`src/vic_pkg.sv`:
```
package vic_pkg;
    // ------------------------------------------------------------
    // Register map: printed offsets are indices, byte address = 4x
    // ------------------------------------------------------------
    localparam logic [7:0] VIC_IDX_PRIO = 8'hf9;
    localparam logic [7:0] VIC_IDX_REQ = 8'hfa;
    localparam logic [7:0] VIC_IDX_MASK = 8'hfb;
    localparam logic [7:0] VIC_IDX_PINS = 8'hfc;
    localparam logic [7:0] VIC_IDX_CTRL = 8'hfd;
    localparam int VIC_ADDR_W = 10;

    // ------------------------------------------------------------
    // Field positions and reset values
    // ------------------------------------------------------------
    localparam int VIC_NUM_LINES = 6;
    localparam int VIC_REQ_EDGE2_BIT = 7;
    localparam int VIC_REQ_EDGE0_BIT = 6;
    localparam int VIC_MASK_GLOBAL_BIT = 7;
    localparam int VIC_CTRL_STOP_EN_BIT = 0;
    localparam int VIC_CTRL_ANALOG_BIT = 1;
    localparam logic [7:0] VIC_PRIO_RST = 8'h00;
    localparam logic [5:0] VIC_FLAGS_RST = 6'h00;
    localparam logic [1:0] VIC_EDGE_RST = 2'h0;
    localparam logic [5:0] VIC_MASK_RST = 6'h00;
    localparam logic VIC_GLOBAL_RST = 1'b0;
    localparam logic [1:0] VIC_CTRL_RST = 2'h0;

    // Vector pairs: line n at program bytes 2n (high) and 2n+1 (low)
    localparam logic [15:0] VIC_VEC_BASE = 16'h0000;

    // Synchronised pin indices
    localparam int VIC_PIN_L1 = 0;
    localparam int VIC_PIN_L2 = 1;
    localparam int VIC_PIN_L3 = 2;
    localparam int VIC_PIN_AN1 = 3;
    localparam int VIC_PIN_AN2 = 4;
    localparam int VIC_PIN_SMR = 5;

    typedef enum logic [1:0] {
        VIC_ST_IDLE = 2'b00,
        VIC_ST_ADDR1 = 2'b01,
        VIC_ST_BYTE0 = 2'b10,
        VIC_ST_BYTE1 = 2'b11
    } vic_state_t;

    typedef struct packed {
        logic int_req;
        logic save_ctx;
        logic isr_valid;
        logic [15:0] isr_addr;
    } vic_core_t;

    typedef struct packed {
        logic rd;
        logic [15:0] addr;
    } vic_pm_t;
endpackage : vic_pkg

```
`src/vic_ctrl.sv`:
```
// Function
// RQ1: Priority register orders pending request selection
// RQ2: Grant disables interrupts, saves PC and flags
// RQ3: Branch through 16-bit vector at source location
// RQ4: Flags keep setting while masked, for polling
// RQ5: Comparator one feeds line two, two line zero
// RQ6: Request bits 7:6 choose lines two/zero edges
// RQ7: Software can read pin states of lines
// RQ8: Priority write-only; request and mask read/write
// RQ9: Mask global enable changes only via instructions
// RQ10: Either configured edge wakes from stop mode
// RQ11: Six sources: three pins, two timers, detector
// RQ12: Vector pairs at bytes 0,1 through 10,11
// RQ13: Port3 mode bit selects line one source
// RQ14: Flags latch on edge, clear on grant/write
// RQ15: Request needs individual and global enable
//
// Decided for this implementation: register access over Avalon-MM.
`timescale 1ns/1ps
`default_nettype none

module vic_ctrl (
    input wire logic ref_clk, // 125 MHz core clock
    input wire logic rst_n, // Async reset, active low
    input wire logic [vic_pkg::VIC_ADDR_W-1:0] address, // Byte address
    input wire logic read, // Avalon read
    input wire logic write, // Avalon write
    input wire logic [31:0] writedata, // Avalon write data
    input wire logic [3:0] byteenable, // Avalon byte enables
    output logic [31:0] readdata, // Avalon read data
    output logic waitrequest, // Avalon wait
    input wire logic port3_line1, // Pin, line two source
    input wire logic port3_line2, // Pin, line zero source
    input wire logic port3_line3, // Pin, line one source
    input wire logic analog_cmp_in_one, // Comparator one output
    input wire logic analog_cmp_in_two, // Comparator two output
    input wire logic stop_recovery_src, // Stop recovery logic output
    input wire logic t16_timeout, // 16-bit timer event pulse
    input wire logic t8_timeout, // 8-bit timer event pulse
    input wire logic low_voltage_detector, // Detector event pulse
    input wire logic core_accept, // Core at instruction boundary
    input wire logic enable_int_instr, // Enable-interrupt instr pulse
    input wire logic disable_int_instr, // Disable-interrupt instr pulse
    input wire logic [7:0] pm_rdata, // Program byte, 1 cycle after rd
    output vic_pkg::vic_pm_t pm_o, // Program memory fetch
    output vic_pkg::vic_core_t core_o, // Core handshake
    output logic stop_wake // Stop-mode recovery pulse
);
    import vic_pkg::*;

    // ------------------------------------------------------------
    // Helpers
    // ------------------------------------------------------------
    // Rotating priority: start line from priority register, wraps
    function automatic logic [2:0] vic_pick(input logic [5:0] pend,
                                            input logic [2:0] start);
        logic [2:0] idx;
        logic [2:0] pick;
        logic found;
        idx = (start < 3'd6) ? start : 3'd0;
        pick = 3'd0;
        found = 1'b0;
        for (int k = 0; k < VIC_NUM_LINES; k++) begin
            if (!found && pend[idx]) begin
                pick = idx;
                found = 1'b1;
            end
            idx = (idx == 3'd5) ? 3'd0 : idx + 3'd1;
        end
        return pick;
    endfunction : vic_pick

    function automatic logic [15:0] vic_vec_addr(input logic [2:0] line);
        return VIC_VEC_BASE + {12'h000, line, 1'b0}; // RQ12
    endfunction : vic_vec_addr

    function automatic logic vic_hit(input logic [VIC_ADDR_W-1:0] a,
                                     input logic [7:0] idx);
        return a[VIC_ADDR_W-1:2] == idx;
    endfunction : vic_hit

    // ------------------------------------------------------------
    // Pin synchronisers and edge detect
    // ------------------------------------------------------------
    logic [5:0] pin_meta_r, pin_meta_nxt;
    logic [5:0] pin_sync_r, pin_sync_nxt;
    logic [5:0] pin_prev_r, pin_prev_nxt;
    logic [2:0] arm_r, arm_nxt;
    logic [5:0] rise, fall;

    always_comb begin
        pin_meta_nxt = {stop_recovery_src, analog_cmp_in_two,
                        analog_cmp_in_one, port3_line3, port3_line2,
                        port3_line1};
        pin_sync_nxt = pin_meta_r;
        pin_prev_nxt = pin_sync_r;
        arm_nxt = {arm_r[1:0], 1'b1};
        // Sync and history reset low; a pin that idles high would
        // otherwise show a false rise until three real samples are in
        rise = arm_r[2] ? (pin_sync_r & ~pin_prev_r) : 6'h00;
        fall = arm_r[2] ? (~pin_sync_r & pin_prev_r) : 6'h00;
    end

    always_ff @(posedge ref_clk or negedge rst_n) begin
        if (!rst_n) begin
            pin_meta_r <= 6'h00;
            pin_sync_r <= 6'h00;
            pin_prev_r <= 6'h00;
            arm_r <= 3'h0;
        end else begin
            pin_meta_r <= pin_meta_nxt;
            pin_sync_r <= pin_sync_nxt;
            pin_prev_r <= pin_prev_nxt;
            arm_r <= arm_nxt;
        end
    end

    // ------------------------------------------------------------
    // Registers, request logic and bus slave
    // ------------------------------------------------------------
    logic [7:0] prio_r, prio_nxt;
    logic [5:0] flags_r, flags_nxt;
    logic [1:0] edge_sel_r, edge_sel_nxt;
    logic [5:0] mask_r, mask_nxt;
    logic global_r, global_nxt;
    logic [1:0] ctrl_r, ctrl_nxt;
    logic wait_r, wait_nxt;
    logic [31:0] rdata_r, rdata_nxt;
    logic wake_r, wake_nxt;
    logic analog;
    logic r2, f2, r0, f0;
    logic ev0, ev1, ev2;
    logic [5:0] events, enabled;
    logic wr_go, wr_lane0;
    logic grant;
    logic [2:0] grant_idx;

    always_comb begin
        analog = ctrl_r[VIC_CTRL_ANALOG_BIT];
        // Analog mode routes comparators onto lines two and zero
        r2 = analog ? rise[VIC_PIN_AN1] : rise[VIC_PIN_L1]; // RQ5
        f2 = analog ? fall[VIC_PIN_AN1] : fall[VIC_PIN_L1]; // RQ5
        r0 = analog ? rise[VIC_PIN_AN2] : rise[VIC_PIN_L2]; // RQ5
        f0 = analog ? fall[VIC_PIN_AN2] : fall[VIC_PIN_L2]; // RQ5
        if (edge_sel_r == 2'b11) begin // RQ6
            ev2 = r2 | f2;
            ev0 = r0 | f0;
        end else begin
            ev2 = edge_sel_r[1] ? r2 : f2; // RQ6
            ev0 = edge_sel_r[0] ? r0 : f0; // RQ6
        end
        ev1 = analog ? fall[VIC_PIN_SMR] : fall[VIC_PIN_L3]; // RQ13
        events = {low_voltage_detector, t8_timeout, t16_timeout,
                  ev2, ev1, ev0}; // RQ11
        enabled = flags_r & mask_r & {6{global_r}}; // RQ15
        grant_idx = vic_pick(enabled, prio_r[2:0]); // RQ1

        // A write acts only at the edge that shows wait low, so a
        // request held through its wait cycle lands exactly once
        wr_go = write && !wait_r;
        wr_lane0 = wr_go && byteenable[0];
        prio_nxt = prio_r;
        flags_nxt = flags_r;
        edge_sel_nxt = edge_sel_r;
        mask_nxt = mask_r;
        global_nxt = global_r;
        ctrl_nxt = ctrl_r;
        if (wr_lane0 && vic_hit(address, VIC_IDX_PRIO))
            prio_nxt = writedata[7:0]; // RQ8
        if (wr_lane0 && vic_hit(address, VIC_IDX_REQ)) begin
            flags_nxt = writedata[5:0]; // RQ14
            edge_sel_nxt = writedata[VIC_REQ_EDGE2_BIT:VIC_REQ_EDGE0_BIT];
        end
        // Global enable ignores bus writes
        if (wr_lane0 && vic_hit(address, VIC_IDX_MASK))
            mask_nxt = writedata[5:0]; // RQ9
        if (wr_lane0 && vic_hit(address, VIC_IDX_CTRL))
            ctrl_nxt = writedata[1:0];
        if (enable_int_instr)
            global_nxt = 1'b1; // RQ9
        if (disable_int_instr)
            global_nxt = 1'b0; // RQ9
        if (grant) begin
            global_nxt = 1'b0; // RQ2
            flags_nxt[grant_idx] = 1'b0; // RQ14
        end
        // New events win over any clear; mask does not gate them
        flags_nxt = flags_nxt | events; // RQ4

        // Wake needs no mask: stop recovery runs with interrupts off
        wake_nxt = ctrl_r[VIC_CTRL_STOP_EN_BIT] & (ev0 | ev2); // RQ10

        // One wait cycle: request seen, then answer with wait low
        wait_nxt = !((read || write) && wait_r);
        rdata_nxt = rdata_r;
        // Unmapped indices and the write-only priority register read 0
        if (read && wait_r) begin
            rdata_nxt = 32'h0000_0000;
            if (vic_hit(address, VIC_IDX_REQ))
                rdata_nxt[7:0] = {edge_sel_r, flags_r}; // RQ8
            else if (vic_hit(address, VIC_IDX_MASK))
                rdata_nxt[7:0] = {global_r, 1'b0, mask_r}; // RQ8
            else if (vic_hit(address, VIC_IDX_PINS))
                rdata_nxt[7:0] = {2'b00, pin_sync_r}; // RQ7
            else if (vic_hit(address, VIC_IDX_CTRL))
                rdata_nxt[7:0] = {6'h00, ctrl_r};
        end
    end

    always_ff @(posedge ref_clk or negedge rst_n) begin
        if (!rst_n) begin
            prio_r <= VIC_PRIO_RST;
            flags_r <= VIC_FLAGS_RST;
            edge_sel_r <= VIC_EDGE_RST;
            mask_r <= VIC_MASK_RST;
            global_r <= VIC_GLOBAL_RST;
            ctrl_r <= VIC_CTRL_RST;
            wait_r <= 1'b1;
            rdata_r <= 32'h0000_0000;
            wake_r <= 1'b0;
        end else begin
            prio_r <= prio_nxt;
            flags_r <= flags_nxt;
            edge_sel_r <= edge_sel_nxt;
            mask_r <= mask_nxt;
            global_r <= global_nxt;
            ctrl_r <= ctrl_nxt;
            wait_r <= wait_nxt;
            rdata_r <= rdata_nxt;
            wake_r <= wake_nxt;
        end
    end

    // ------------------------------------------------------------
    // Interrupt machine cycle
    // ------------------------------------------------------------
    vic_state_t state_r, state_nxt;
    vic_core_t core_r, core_nxt;
    vic_pm_t pm_r, pm_nxt;
    logic [7:0] vec_hi_r, vec_hi_nxt;

    // Grant only between machine cycles, so one vector is in flight
    assign grant = (state_r == VIC_ST_IDLE) && core_accept && (|enabled);

    always_comb begin
        state_nxt = state_r;
        vec_hi_nxt = vec_hi_r;
        core_nxt = core_r;
        pm_nxt = pm_r;
        core_nxt.save_ctx = 1'b0;
        core_nxt.isr_valid = 1'b0;
        // Request hint only: the grant re-checks the enabled flags, so
        // a one-cycle-late int_req can never cause a stale grant
        core_nxt.int_req = (state_nxt == VIC_ST_IDLE) && !grant
                           && (|enabled);
        unique case (state_r)
            VIC_ST_IDLE: begin
                if (grant) begin
                    core_nxt.save_ctx = 1'b1; // RQ2
                    pm_nxt.rd = 1'b1;
                    pm_nxt.addr = vic_vec_addr(grant_idx); // RQ3
                    state_nxt = VIC_ST_ADDR1;
                end
            end
            VIC_ST_ADDR1: begin
                pm_nxt.addr = pm_r.addr + 16'h0001; // RQ3
                state_nxt = VIC_ST_BYTE0;
            end
            VIC_ST_BYTE0: begin
                // Memory answers a cycle after the address: high byte now
                vec_hi_nxt = pm_rdata; // RQ3
                pm_nxt.rd = 1'b0;
                state_nxt = VIC_ST_BYTE1;
            end
            VIC_ST_BYTE1: begin
                core_nxt.isr_valid = 1'b1;
                core_nxt.isr_addr = {vec_hi_r, pm_rdata}; // RQ3
                state_nxt = VIC_ST_IDLE;
            end
        endcase
        if (state_nxt != VIC_ST_IDLE)
            core_nxt.int_req = 1'b0;
    end

    always_ff @(posedge ref_clk or negedge rst_n) begin
        if (!rst_n) begin
            state_r <= VIC_ST_IDLE;
            core_r <= '0;
            pm_r <= '0;
            vec_hi_r <= 8'h00;
        end else begin
            state_r <= state_nxt;
            core_r <= core_nxt;
            pm_r <= pm_nxt;
            vec_hi_r <= vec_hi_nxt;
        end
    end

    assign readdata = rdata_r;
    assign waitrequest = wait_r;
    assign pm_o = pm_r;
    assign core_o = core_r;
    assign stop_wake = wake_r;
endmodule : vic_ctrl

`default_nettype wire

```
`config.mk`:
```
export PLATFORM = sky130hd
export DESIGN_NAME = vic_ctrl
export DESIGN_NICKNAME = d
export VERILOG_FILES = /design/src/vic_pkg.sv /design/src/vic_ctrl.sv
export SDC_FILE = /design/constraint.sdc
export NUM_CORES = 1
export LEC_CHECK = 0
export ABC_AREA = 1
export BUFFER_PORTS_ARGS = -buffer_cell sky130_fd_sc_hd__buf_2
export CAP_MARGIN = 20
export CORE_ASPECT_RATIO = 0.8
export CORE_MARGIN = 2
export CORE_UTILIZATION = 35
export DETAILED_ROUTE_END_ITERATION = 12
export GPL_ROUTABILITY_DRIVEN = 0
export PLACE_DENSITY = 0.59
export SLEW_MARGIN = 40
export SYNTH_ARGS = -nofsm -noshare
export SYNTH_HDL_FRONTEND = slang
export SYNTH_SLANG_ARGS = --single-unit
```
`constraint.sdc`:
```
create_clock -name ref_clk -period 2.9 [get_ports ref_clk]
set_clock_uncertainty 0.1 [all_clocks]
set_input_delay 0.58 -clock ref_clk [delete_from_list [all_inputs] [get_ports ref_clk]]
set_output_delay 0.58 -clock ref_clk [all_outputs]
set_load 0.1 [all_outputs]
```
==> results.md <==
- Worst Setup Start Kind: flip-flop
- Lkg Pwr: 2.95 nW
- Top-count cell post-synth: nand2_1
- IO Pins: 140
- Setup WS pre-CTS: 0.297 ns
- Initial drt markers: 269
- R2R cell count: 15
- Crit-path cells: inv_1, ha_1, nand3_1, o21ai_0, nand3_2, nand2_2, nor2_2, nand3_1, nand2_1, nor2_2, nand3_1, nor2_2, nand2_1, nand2_1, nand2_1
- Register Area: 2430 um^2
- Die area: 15300 um^2
- Setup violations, final: 0
- Area of the multi-input gates: 2200 um^2
- Simple-Gate Fraction of Synth Area: 0.265
- Site row count: 39
- Part of the Yosys area used for sequential elements: 0.485
- Total negative setup slack: 0 ns
- Combinational share of power: 0.454
- H-Tree Depth: 3
- DRT Wirelength: 11500 um
- Max Fclk: 0.380 GHz
- Syn. warnings: 0
- Switching share of total power: 0.501
- Hpwl dp: 8670 um
- Final worst path period share: 0.908
- CP max-delay cell: dfrtp_1
- Initial antenna violation count: 1
- Post-synthesis instance total: 598
- Most frequent cells after synthesis: nand2_1, dfrtp_1, inv_1
- Synth area leaders: dfrtp_1, nand2_1, o21ai_0
- Post-CTS Hold Fix Bufs: 0
- Top_reg_cell synth: dfrtp_1
- I/O Buffers: 86
- Status: finished clean
- DR WL/cell: 13.1 um
- DR pass1 iterations: 4
- Mean Syn Cell Area: 8.38 um^2
- Internal: 0.00266 W
- MaxCap Viol Count: 0
- Flops & latches, synth: 97
- Post-synthesis mux area share: 0.0180
- Initial Util: 0.354
- ANT nets after route: 0
- Worst-margin pin slew: 0.562 ns
- Clock power share: 0.209
- Overflow left after global routing: 0
- Tmin final: 2.63 ns
- Worst hold slack: 0.0901 ns
- Routed wl met2: 5460 um
- Netlist cell types: 44
- Crit path kind: reg2reg
- Via count: 4218
- Clk_lat worst skew: 0.35 ns
- Area share of fa/ha/maj cells after synthesis: 0.0225
- Total power per unit cell area: 910 nW/um^2
- Max VDD drop: 0.000850 V
- Largest net degree at the start of global routing: 39
- M1 WL: 5260 um
- Drt drc: 0
- Synth top area share: 0.479
- Largest family of logic cells by synthesized area: simple AND/OR/NAND/NOR gates
- Setup crit end kind: flip-flop
- Cts repair resizes: 0
- CP max stage delay: 0.41 ns
- Worst hold path class: in2async
- Fillers: 1425
- Global-route usage over all layers: 0.159
- Async S/R FF share, synth: 1.00
- Most used cell, CP: nand2_1
- Number of synthesized flops with an enable pin: 0
- Final Hold Fails: 0
- CTS Root Cell: clkbuf_16
- Post-synthesis xor/xnor area fraction: 0.00699
- Post-synth top area cell: dfrtp_1
- Met3 wire length: 617 um
- Final nets: 765
- Slew HR: 0.625
- Synthesized area: 5010 um^2
- Vias/cell: 4.83
- Worst-path maximum fanout: 11
- Diodes inserted: 0
- Switching pwr: 0.00267 W
- Worst Path Required: 3.04 ns
- Area grow syn2layout: 16.8%
- Die span in y: 111 um
- TritonCTS buffer count: 9
- Sequential Power Share: 0.337
- Core Area: 14200 um^2
- TritonCTS clock tree: yes
- Clk buf depth: 2
- CP arrival: 2.77 ns
- Clock sink total: 97
- Share of post-route cells with drive strength above 1: 0.226
- Global-route wire length before repair: 19300 um
- Die width: 138 um
- Post-CTS Setup Repair Bufs: 0
- Reg clk slew, reported paths: 0.07 ns
- Top sig layer: met4
- Compound-gate portion of the synthesized area: 0.107
- RSZ-0062 raised after global routing: no
- Number of global-route vias before repair: 4038
- Fin. max-slew vios: 0
- Setup ws final: 0.267 ns
-- cells by family after synthesis --
kind of cell             count (synthesis)
adder cells (fa/ha/maj)                  9
XOR/XNOR                                 4
flip-flops                              97
buffers and inverters                   99
AND/OR/NAND/NOR                        283
multiplexers                             8
other                                    2
AO/OA/AOI/OAI                           96
-- critical path, delay by kind of cell, from the launching register on --
family | cells | cell delay, ns
AO/OA/AOI/OAI | 1 | 0.26
buffers and inverters | 1 | 0.07
adder cells (fa/ha/maj) | 1 | 0.36
AND/OR/NAND/NOR | 12 | 1.33
flip-flops | 1 | 0.41
-- worst paths after layout --
kind	end	slack (ns)	from
setup / recovery	flags_r[1]	0.27	prio_r[2]
hold / removal	edge_sel_r[1]	0.09	rst_n
setup reg to reg	flags_r[1]	0.27	prio_r[2]
hold reg to reg	pin_prev_nxt[4]	0.25	pin_meta_r[4]
max in group asynchronous	pm_o[7]	1.89	rst_n
min in group ref_clk	pin_meta_r[1]	0.23	port3_line2
-- placed cells by master, fill, tap and decap left out, drive strengths merged, types with 2 or more instances in the layout --
cell type    n
nand2      155
clkinvlp     2
o31ai        4
xnor2        2
ha           9
o21ai       54
nand3       51
nor3         7
buf         92
dfrtp       96
a221oi       3
conb        25
o21a         3
nor4         6
inv         61
clkbuf      10
mux2         8
xor2         2
a21oi       26
nand4       12
nor3b        2
nor2        47
clkinv       3
-- per-stage QoR --
stage                     power, W  cells   util  area, um^2
after floorplan            0.00383    621      -        5100
after global placement     0.00421    859  0.394        5570
after detailed placement   0.00425    859  0.394        5570
after CTS                  0.00539    874  0.413        5850
after global routing       0.00560    874  0.414        5850
final                      0.00533    874  0.414        5850
-- layout make-up --
cell class | count | share of cell area
clock buffer | 10 | 0.0408
tap | 184 | 0.0393
timing repair buffer | 92 | 0.0838
multi-input combinational | 425 | 0.376
inverter | 61 | 0.0391
sequential | 97 | 0.415
clock inverter | 5 | 0.00641
-- routing by layer --
| metal | global-route usage | vias to the layer above |
|---|---|---|
| met5 | 0 | - |
| met4 | 0.0388 | 0 |
| met2 | 0.251 | 127 |
| li1 | - | 2089 |
| met1 | 0.216 | 1990 |
| met3 | 0.0448 | 12 |
-- registers in the layout (all words and copies together) (netlist names) --
signal / count
core_o: 19
pm_o: 17
readdata: 8
vec_hi_r: 8
flags_r: 6
mask_r: 6
pin_meta_r: 6
pin_prev_nxt: 6
pin_prev_r: 6
arm_r: 3
prio_r: 3
ctrl_r: 2
edge_sel_r: 2
state_r: 2
global_r: 1
stop_wake: 1
waitrequest: 1
-- power by group through the flow --
stage | registers (W) | logic [W] | clock network [W]
CTS | 0.00179 | 0.00244 | 0.00116
global placement | 0.00180 | 0.00240 | 0
floorplan | 0.00308 | 0.000755 | 0
detailed placement | 0.00182 | 0.00244 | 0
global route | 0.00183 | 0.00256 | 0.00121
finish | 0.00179 | 0.00242 | 0.00112
Note: power is estimated with default switching activity, not from simulation.
